## config.mk

```make
export PLATFORM = sky130hd
export DESIGN_NAME = dat_top
export DESIGN_NICKNAME = d
export VERILOG_FILES = /design/src/shared/dat_pkg.sv /design/src/rtl/dat_top.sv
export VERILOG_INCLUDE_DIRS = /design/src /design/src/shared
export SDC_FILE = /design/constraint.sdc
export NUM_CORES = 1
export LEC_CHECK = 0
export BUFFER_PORTS_ARGS = -buffer_cell sky130_fd_sc_hd__buf_2
export CAP_MARGIN = 25
export CORE_MARGIN = 10
export CORE_UTILIZATION = 30
export DETAILED_ROUTE_END_ITERATION = 6
export GPL_ROUTABILITY_DRIVEN = 0
export GPL_TIMING_DRIVEN = 0
export HOLD_SLACK_MARGIN = 0.08
export PLACE_DENSITY = 0.47
export REMOVE_ABC_BUFFERS = 1
export SYNTH_ARGS = -nofsm -noshare
export SYNTH_HDL_FRONTEND = slang
export SYNTH_SLANG_ARGS = --single-unit
```

## constraint.sdc

```tcl
create_clock -name CLOCK_I -period 4.2 [get_ports CLOCK_I]
set_input_delay 0.42 -clock CLOCK_I [delete_from_list [all_inputs] [get_ports CLOCK_I]]
set_output_delay 0.42 -clock CLOCK_I [all_outputs]
set_load 0.01 [all_outputs]
```

## src/shared/dat_defs.svh

```systemverilog
`ifndef DAT_DEFS_SVH
`define DAT_DEFS_SVH

// Page header
`define DAT_PAGE_CODE     8'h40
`define DAT_PAGE_LEN      16'h000a
`define DAT_PAGE_BYTES    4'hd
`define DAT_ADDR_FIRST    4'h6
`define DAT_BYTE_SRC      4'h4
`define DAT_BYTE_DST      4'h5

// Format codes
`define DAT_FMT_SHORT     3'h0
`define DAT_FMT_LONG      3'h3
`define DAT_FMT_BFI       3'h4
`define DAT_FMT_PHYS      3'h5

// Status and sense
`define DAT_SK_NONE       4'h0
`define DAT_SK_ILLEGAL    4'h5
`define DAT_ASC_NONE      8'h00
`define DAT_ASC_BAD_PARAM 8'h26

// Geometry, powers of two
`define DAT_SPT_LOG2      8
`define DAT_HEADS_LOG2    4
`define DAT_BPS_LOG2      9

`endif

```

## src/shared/dat_pkg.sv

```systemverilog
package dat_pkg;

    typedef enum logic [2:0] {
        DAT_IDLE = 3'b001,
        DAT_LOAD = 3'b010,
        DAT_SEND = 3'b100
    } dat_state_e;

    typedef struct packed {
        logic       good;
        logic [3:0] sense_key;
        logic [7:0] asc;
    } dat_status_s;

    typedef struct packed {
        logic [2:0]  src;
        logic [2:0]  dst;
        logic [63:0] addr;
    } dat_req_s;

endpackage : dat_pkg

```

## src/rtl/dat_top.sv

```systemverilog
`timescale 1ns/1ps
`include "dat_defs.svh"
// Overview of operation
// - A request page must hold page code 40h, a zero byte 1 and page length 000Ah in bytes 2 and 3.
// - Once the whole parameter list is read, Good status is returned if the page has no error.
// - Conversion is deferred to the following receive command and its result is sent in that data.
// - Supplied format codes are 000b short block, 011b long block, 100b bytes-from-index, 101b physical.
// - A short or long block source accepts only bytes-from-index or physical as target.
// - A bytes-from-index or physical source accepts only long block as target.
// - A bad format code or equal formats ends with Check Condition, Illegal Request, bad parameter field.
// - A physical address is cylinder in bytes 6-8, head in byte 9, sector or byte offset in bytes 10-13.
// - The target format comes from byte 5 and the address from bytes 6 to 13.
module dat_top (
    // Clock and reset
    input  wire logic       CLOCK_I,
    input  wire logic       RSTN_I,
    // Parameter list bytes of the send command
    input  wire logic       PARAM_VALID_I,
    input  wire logic [7:0] PARAM_DATA_I,
    input  wire logic       PARAM_LAST_I,
    // Send command status
    output logic            STATUS_VALID_O,
    output logic            STATUS_GOOD_O,
    output logic [3:0]      SENSE_KEY_O,
    output logic [7:0]      ASC_O,
    // Receive command and returned page
    input  wire logic       RECV_REQ_I,
    output logic            RESULT_VALID_O,
    output logic [7:0]      RESULT_DATA_O,
    output logic            RESULT_LAST_O
);

    function automatic logic fmt_known(input logic [2:0] f);
        return f == `DAT_FMT_SHORT || f == `DAT_FMT_LONG || f == `DAT_FMT_BFI || f == `DAT_FMT_PHYS;
    endfunction : fmt_known

    function automatic logic fmt_block(input logic [2:0] f);
        return f == `DAT_FMT_SHORT || f == `DAT_FMT_LONG;
    endfunction : fmt_block

    function automatic logic pair_ok(input logic [2:0] s, input logic [2:0] d);
        if (!fmt_known(s) || !fmt_known(d) || s == d)
            return 1'b0;
        if (fmt_block(s))
            return d == `DAT_FMT_BFI || d == `DAT_FMT_PHYS;
        return d == `DAT_FMT_LONG;
    endfunction : pair_ok

    function automatic logic [63:0] translate(input dat_pkg::dat_req_s r);
        logic [63:0] lba;
        logic [31:0] sec;
        lba = 64'h0;
        sec = 32'h0;
        if (fmt_block(r.src)) begin
            lba = (r.src == `DAT_FMT_SHORT) ? {32'h0, r.addr[63:32]} : r.addr;
            sec = {24'h0, lba[7:0]};
            if (r.dst == `DAT_FMT_BFI)
                sec = sec << `DAT_BPS_LOG2;
            return {lba[35:12], 4'h0, lba[11:8], sec};
        end
        sec = (r.src == `DAT_FMT_BFI) ? (r.addr[31:0] >> `DAT_BPS_LOG2) : r.addr[31:0];
        return {28'h0, r.addr[63:40], r.addr[35:32], sec[7:0]};
    endfunction : translate

    dat_pkg::dat_state_e state, next_state;
    logic [3:0]          cnt, next_cnt;
    logic                overrun, next_overrun;
    logic [7:0]          pbuf [0:13];
    logic [7:0]          next_pbuf [0:13];
    dat_pkg::dat_req_s   req, next_req;
    logic                stored, next_stored;
    logic [63:0]         res_addr, next_res_addr;
    dat_pkg::dat_status_s status, next_status;
    logic                st_valid, next_st_valid;
    logic                res_valid, next_res_valid;
    logic [7:0]          res_data, next_res_data;
    logic                res_last, next_res_last;
    logic [7:0]          last_byte;
    logic                page_ok;
    dat_pkg::dat_req_s   cand;

    always_comb begin
        next_state     = state;
        next_cnt       = cnt;
        next_overrun   = overrun;
        next_req       = req;
        next_stored    = stored;
        next_res_addr  = res_addr;
        next_status    = status;
        next_st_valid  = 1'b0;
        next_res_valid = 1'b0;
        next_res_data  = res_data;
        next_res_last  = 1'b0;
        for (int i = 0; i < 14; i++)
            next_pbuf[i] = pbuf[i];
        last_byte = PARAM_DATA_I;
        cand.src  = (cnt == `DAT_PAGE_BYTES) ? pbuf[`DAT_BYTE_SRC][2:0] : 3'h0;
        cand.dst  = (cnt == `DAT_PAGE_BYTES) ? pbuf[`DAT_BYTE_DST][2:0] : 3'h0;
        cand.addr = {pbuf[6], pbuf[7], pbuf[8], pbuf[9], pbuf[10], pbuf[11], pbuf[12], last_byte};
        page_ok = !overrun && cnt == `DAT_PAGE_BYTES
            && pbuf[0] == `DAT_PAGE_CODE && pbuf[1] == 8'h00
            && {pbuf[2], pbuf[3]} == `DAT_PAGE_LEN
            && pair_ok(cand.src, cand.dst);
        case (state)
            dat_pkg::DAT_IDLE, dat_pkg::DAT_LOAD: begin
                if (PARAM_VALID_I) begin
                    next_state = dat_pkg::DAT_LOAD;
                    if (cnt == `DAT_PAGE_BYTES || overrun)
                        next_overrun = 1'b1;
                    else
                        next_pbuf[cnt] = PARAM_DATA_I;
                    if (cnt != `DAT_PAGE_BYTES)
                        next_cnt = cnt + 4'h1;
                    if (PARAM_LAST_I) begin
                        next_state    = dat_pkg::DAT_IDLE;
                        next_cnt      = 4'h0;
                        next_overrun  = 1'b0;
                        next_st_valid = 1'b1;
                        if (page_ok) begin
                            next_status = '{1'b1, `DAT_SK_NONE, `DAT_ASC_NONE};
                            next_req    = cand;
                            next_stored = 1'b1;
                        end else begin
                            next_status = '{1'b0, `DAT_SK_ILLEGAL, `DAT_ASC_BAD_PARAM};
                            next_stored = 1'b0;
                        end
                    end
                end else if (state == dat_pkg::DAT_IDLE && RECV_REQ_I) begin
                    if (stored) begin
                        next_res_addr = translate(req);
                        next_stored   = 1'b0;
                        next_state    = dat_pkg::DAT_SEND;
                    end else begin
                        next_st_valid = 1'b1;
                        next_status   = '{1'b0, `DAT_SK_ILLEGAL, `DAT_ASC_BAD_PARAM};
                    end
                end
            end
            dat_pkg::DAT_SEND: begin
                next_res_valid = 1'b1;
                next_res_last  = cnt == `DAT_PAGE_BYTES;
                if (cnt == 4'h0)
                    next_res_data = `DAT_PAGE_CODE;
                else if (cnt == 4'h1 || cnt == 4'h2)
                    next_res_data = 8'h00;
                else if (cnt == 4'h3)
                    next_res_data = 8'(`DAT_PAGE_LEN);
                else if (cnt == `DAT_BYTE_SRC)
                    next_res_data = {5'h0, req.dst};
                else if (cnt == `DAT_BYTE_DST)
                    next_res_data = {5'h0, req.src};
                else
                    next_res_data = res_addr[8 * (13 - cnt) +: 8];
                if (cnt == `DAT_PAGE_BYTES) begin
                    next_cnt   = 4'h0;
                    next_state = dat_pkg::DAT_IDLE;
                end else begin
                    next_cnt = cnt + 4'h1;
                end
            end
            default: next_state = dat_pkg::DAT_IDLE;
        endcase
    end

    always_ff @(posedge CLOCK_I or negedge RSTN_I) begin
        if (!RSTN_I) begin
            state     <= dat_pkg::DAT_IDLE;
            cnt       <= 4'h0;
            overrun   <= 1'b0;
            req       <= '0;
            stored    <= 1'b0;
            res_addr  <= 64'h0;
            status    <= '{1'b0, `DAT_SK_NONE, `DAT_ASC_NONE};
            st_valid  <= 1'b0;
            res_valid <= 1'b0;
            res_data  <= 8'h00;
            res_last  <= 1'b0;
            for (int i = 0; i < 14; i++)
                pbuf[i] <= 8'h00;
        end else begin
            state     <= next_state;
            cnt       <= next_cnt;
            overrun   <= next_overrun;
            req       <= next_req;
            stored    <= next_stored;
            res_addr  <= next_res_addr;
            status    <= next_status;
            st_valid  <= next_st_valid;
            res_valid <= next_res_valid;
            res_data  <= next_res_data;
            res_last  <= next_res_last;
            for (int i = 0; i < 14; i++)
                pbuf[i] <= next_pbuf[i];
        end
    end

    assign STATUS_VALID_O = st_valid;
    assign STATUS_GOOD_O  = status.good;
    assign SENSE_KEY_O    = status.sense_key;
    assign ASC_O          = status.asc;
    assign RESULT_VALID_O = res_valid;
    assign RESULT_DATA_O  = res_data;
    assign RESULT_LAST_O  = res_last;

    property p_good_sense;
        @(posedge CLOCK_I) disable iff (!RSTN_I)
        STATUS_VALID_O && STATUS_GOOD_O |-> SENSE_KEY_O == `DAT_SK_NONE && ASC_O == `DAT_ASC_NONE;
    endproperty
    a_good_sense: assert property (p_good_sense) else $error("good status with sense");

    property p_check_sense;
        @(posedge CLOCK_I) disable iff (!RSTN_I)
        STATUS_VALID_O && !STATUS_GOOD_O |-> SENSE_KEY_O == `DAT_SK_ILLEGAL && ASC_O == `DAT_ASC_BAD_PARAM;
    endproperty
    a_check_sense: assert property (p_check_sense) else $error("check status sense wrong");

    property p_status_after_last;
        @(posedge CLOCK_I) disable iff (!RSTN_I)
        PARAM_VALID_I && PARAM_LAST_I && state != dat_pkg::DAT_SEND |=> STATUS_VALID_O;
    endproperty
    a_status_after_last: assert property (p_status_after_last) else $error("no status after list");

    property p_bad_header;
        @(posedge CLOCK_I) disable iff (!RSTN_I)
        PARAM_VALID_I && PARAM_LAST_I && state != dat_pkg::DAT_SEND && pbuf[0] != `DAT_PAGE_CODE
            |=> STATUS_VALID_O && !STATUS_GOOD_O;
    endproperty
    a_bad_header: assert property (p_bad_header) else $error("bad page code accepted");

    property p_pair_legal;
        @(posedge CLOCK_I) disable iff (!RSTN_I)
        stored |-> (fmt_block(req.src) && (req.dst == `DAT_FMT_BFI || req.dst == `DAT_FMT_PHYS))
            || (!fmt_block(req.src) && fmt_known(req.src) && req.dst == `DAT_FMT_LONG);
    endproperty
    a_pair_legal: assert property (p_pair_legal) else $error("illegal format pair stored");

    property p_src_known;
        @(posedge CLOCK_I) disable iff (!RSTN_I)
        stored |-> fmt_known(req.src) && req.src != req.dst;
    endproperty
    a_src_known: assert property (p_src_known) else $error("unknown source format stored");

    property p_page_length;
        @(posedge CLOCK_I) disable iff (!RSTN_I)
        state == dat_pkg::DAT_IDLE && RECV_REQ_I && !PARAM_VALID_I && stored
            |=> ##1 RESULT_VALID_O[*8] ##0 !RESULT_LAST_O ##6 RESULT_LAST_O;
    endproperty
    a_page_length: assert property (p_page_length) else $error("returned page not 14 bytes");

    property p_first_byte;
        @(posedge CLOCK_I) disable iff (!RSTN_I)
        RESULT_VALID_O && !$past(RESULT_VALID_O) |-> RESULT_DATA_O == `DAT_PAGE_CODE;
    endproperty
    a_first_byte: assert property (p_first_byte) else $error("returned page code wrong");

    property p_consumed;
        @(posedge CLOCK_I) disable iff (!RSTN_I)
        $rose(state == dat_pkg::DAT_SEND) |-> !stored;
    endproperty
    a_consumed: assert property (p_consumed) else $error("request kept after receive");

endmodule : dat_top

```

==> out/summary.txt <==
========================================================================================
Run status ................................................................ complete, no violations
Clock tree from TritonCTS .................................................        built
Die Width .................................................................  211 microns
Flip-flop and latch count after synthesis .................................          246
Filler Cells Inserted .....................................................         3585
Number of warnings reported in the yosys synthesis log ....................            0
Worst setup margin ........................................................       823 ps
Instance area at placement ................................................  11700 sq um
Cell type contributing the most total cell area after synthesis ........... sky130_fd_sc_hd__dfrtp_1
RR Startpoint .............................................................       cnt[1]
Unrepaired setup endpoints after global routing ...........................        false
Total half-perimeter wirelength after legalization and detailed placement . 17900 microns
Number of antenna violations at the first check in global routing .........            2
Crit path DAT .............................................................      3790 ps
Initial core utilization ..................................................        0.302
Leakage power .............................................................   0.00587 uW
Number of cells on the worst hold path ....................................            2
Clock skew after layout ...................................................      22.2 ps
Setup slack on the worst flop-to-flop path ................................       820 ps
Number of iterations in the first detailed-routing pass ...................            4
Maximum number of buffers from clock root to sink .........................            3
Maximum number of pins on one net before global-route repair ..............          104
Most frequent cell after synthesis ........................................ sky130_fd_sc_hd__dfrtp_1
Cell area after synthesis .................................................  11000 sq um
Yosys top cell area share .................................................        0.558
Detailed-route wire length per cell ....................................... 20.3 microns
Number of maximum-capacitance violations ..................................            0
Overall Power .............................................................      6590 uW
Sequential fraction of the synthesis area .................................        0.561
Initial DRC Count .........................................................          445
R2R cell count ............................................................            8
Fraction of registers with async set/reset ................................         1.00
Crit Reg-Reg Endpoint .....................................................      req[23]
Final-report hold violation count .........................................            0
DIE AREA ..................................................................  44700 sq um
Routing usage on met1 .....................................................        0.175
Post-route cell area ......................................................  12700 sq um
Per-instance average area after synthesis .................................   12.5 sq um
Gate Count Post-Synth .....................................................          877
Met2 track demand over resource in global routing .........................        0.205
Die boundary height .......................................................  211 microns
Inserted Diodes ...........................................................            0
Post-synth cell types .....................................................           54
Post-synth top flop ....................................................... sky130_fd_sc_hd__dfrtp_1
Final clock period utilization by the worst path ..........................        0.804
Number of nets at the end of the flow .....................................          909
Number of enable-type register cells in the synthesized netlist ...........            0
Detailed Route WL ......................................................... 28000 microns
Most instantiated cells after synthesis ................................... sky130_fd_sc_hd__dfrtp_1, sky130_fd_sc_hd__mux2_2, sky130_fd_sc_hd__nand2_1
Fraction of layout cells with a size suffix above 1 .......................        0.271
Main area contributors after synthesis .................................... sky130_fd_sc_hd__dfrtp_1, sky130_fd_sc_hd__mux2_2, sky130_fd_sc_hd__mux2i_1
Avg Vias per Cell .........................................................         4.91
Number of remaining DRC errors ............................................            0
Global-route wire length before repair .................................... 44300 microns
Busiest layer in global routing ...........................................         met2
Grt ovf ...................................................................            0
Max Fanout on Critical Path ...............................................           40
Clock root cell ........................................................... sky130_fd_sc_hd__clkbuf_16
Critical path launch point type ...........................................    flip-flop
Pins over their slew limit ................................................            0
Relative max-transition margin ............................................        0.416
Transition time of the tightest slew-check pin ............................       873 ps
Number of I/O pins ........................................................           37
Worst-path clk slew .......................................................        60 ps
Critical path data required time ..........................................      4610 ps
Worst Hold Path EP ........................................................      overrun
Hold path start ........................................................... PARAM_LAST_I
Sink Count ................................................................          246
Hold WS ...................................................................       198 ps
Number of rows created at floorplan .......................................           70
DP Worst Slack ............................................................     -19.8 ps
Antenna violation net count after detailed routing ........................            0
Number of endpoints failing setup at the final stage ......................            0
Num CTS Buffers ...........................................................           28
Total number of vias ......................................................         6769
Number of H-tree levels ...................................................            1
Global-route track usage on met3 ..........................................       0.0217
Clock network latency to the later pin of the worst-skew pair .............       550 ps
Worst hold-check path type ................................................ input pin to flip-flop
GRT Overall Usage .........................................................        0.127
Maximum achievable frequency ..............................................      296 MHz
Placed cell count .........................................................         1325
CP Capture Type ...........................................................    flip-flop
Critical Setup Path Class ................................................. flip-flop to flip-flop
Layout Area Growth over Synthesis .........................................        15.6%
Number of global-route vias before repair .................................         7070
Power per unit of standard cell area ......................................  519 nW/um^2
# port buffers ............................................................           29
VDD IR max ................................................................   0.000265 V
Placeable Area ............................................................  36300 sq um
Number of standard cells in the final layout excluding fillers ............         1378
Time the worst path needs with I/O delays and setup .......................      3380 ps
========================================================================================
## state kept, by name, indices dropped and copies added (netlist names), 3 cells and up
| name | count |
|---|---|
| cnt | 4 |
| req | 70 |
| cand | 56 |
| RESULT_DATA_O | 8 |
| res_addr | 60 |
| pbuf | 38 |
| state | 3 |
## where the power goes
part | switching, uW | internal (uW)
sequential | 216 | 2730
combinational | 564 | 527
clock | 998 | 1560
total | 1780 | 4810
## area by class of cell
class / count / area, sq um / area share
clock buffer: 37 / 826 / 0.0650
inverter: 10 / 37.5 / 0.00296
timing repair buffer: 43 / 407 / 0.0320
multi-input combinational: 560 / 4530 / 0.357
sequential: 246 / 6160 / 0.485
clock inverter: 14 / 153 / 0.0120
tap: 468 / 586 / 0.0461
## cell families after synthesis
logic type	share of synthesized area
AND/OR/NAND/NOR	0.0747
other	0.000341
adder cells (fa/ha/maj)	0.00797
AO/OA/AOI/OAI	0.0818
multiplexers	0.242
buffers and inverters	0.0309
XOR/XNOR	0.00160
flip-flops	0.561
## worst max path at each step
stage	start	depth (start not counted)	end
after detailed placement	cnt[1]	6	RESULT_DATA_O[0]
after global routing	cnt[1]	8	req[24]
final	cnt[1]	8	req[23]
after floorplan	req[67]	4	res_addr[0]
after global placement	req[69]	4	res_addr[2]
after CTS	cnt[1]	6	RESULT_DATA_O[0]
## timing repair
| action | 4_1_cts | 5_1_grt |
|---|---|---|
| endpoints found under the hold margin | 70 | 0 |
| buffers inserted | 0 | 0 |
| hold buffers | 1 | 0 |
| gates resized for setup | 1 | 0 |
| setup endpoints to repair | 1 | 0 |
## critical path, stage by stage (launching register included)
cell and delay [ps]:
sky130_fd_sc_hd__dfrtp_1 460, sky130_fd_sc_hd__buf_16 200, sky130_fd_sc_hd__clkinv_1 210, sky130_fd_sc_hd__ha_2 270, sky130_fd_sc_hd__and3_1 340, sky130_fd_sc_hd__and3_1 260, sky130_fd_sc_hd__nand4_4 620, sky130_fd_sc_hd__buf_16 470
sky130_fd_sc_hd__mux2_1 350
## cell usage in the layout, fill, tap and decap left out, types with 4 or more instances in the layout
master / netlist / layout
sky130_fd_sc_hd__mux2i_1: 44 / 44
sky130_fd_sc_hd__nor3_1: 5 / 4
sky130_fd_sc_hd__o211ai_1: 4 / 4
sky130_fd_sc_hd__a2bb2oi_1: 8 / 8
sky130_fd_sc_hd__mux2_2: 135 / 135
sky130_fd_sc_hd__clkinv_2: 0 / 8
sky130_fd_sc_hd__a22oi_1: 9 / 9
sky130_fd_sc_hd__buf_2: 4 / 28
sky130_fd_sc_hd__mux2_1: 38 / 38
sky130_fd_sc_hd__o21ai_0: 51 / 51
sky130_fd_sc_hd__dfrtp_1: 245 / 245
sky130_fd_sc_hd__a21oi_1: 16 / 16
sky130_fd_sc_hd__ha_1: 7 / 6
sky130_fd_sc_hd__a22o_1: 12 / 12
sky130_fd_sc_hd__and3_1: 4 / 4
sky130_fd_sc_hd__o31ai_1: 21 / 21
sky130_fd_sc_hd__buf_6: 0 / 5
sky130_fd_sc_hd__nand4_1: 4 / 4
sky130_fd_sc_hd__nand3_1: 7 / 7
sky130_fd_sc_hd__inv_1: 8 / 8
sky130_fd_sc_hd__nand2_1: 103 / 102
sky130_fd_sc_hd__buf_16: 0 / 5
sky130_fd_sc_hd__a32o_1: 4 / 4
sky130_fd_sc_hd__nor4b_1: 4 / 4
sky130_fd_sc_hd__clkbuf_8: 0 / 7
sky130_fd_sc_hd__nor2b_1: 4 / 4
sky130_fd_sc_hd__conb_1: 1 / 7
sky130_fd_sc_hd__mux4_2: 12 / 12
sky130_fd_sc_hd__nor2_1: 27 / 27
sky130_fd_sc_hd__clkbuf_16: 0 / 29
## metal layers
layer,up-vias,share of wire
li1,3178,-
met1,3457,0.48
met2,99,0.46
met3,31,0.045
met4,4,0.013
met5,-,0.0012
## stage by stage
step,TNS [ps],utilization
3_3_place_gp,-688320,0.315
3_5_place_dp,-19.8,0.321
5_1_grt,0,0.349
4_1_cts,0,0.349
2_1_floorplan,-8280,-
6_report,0,0.349
Power figures use the tool's default switching activity.
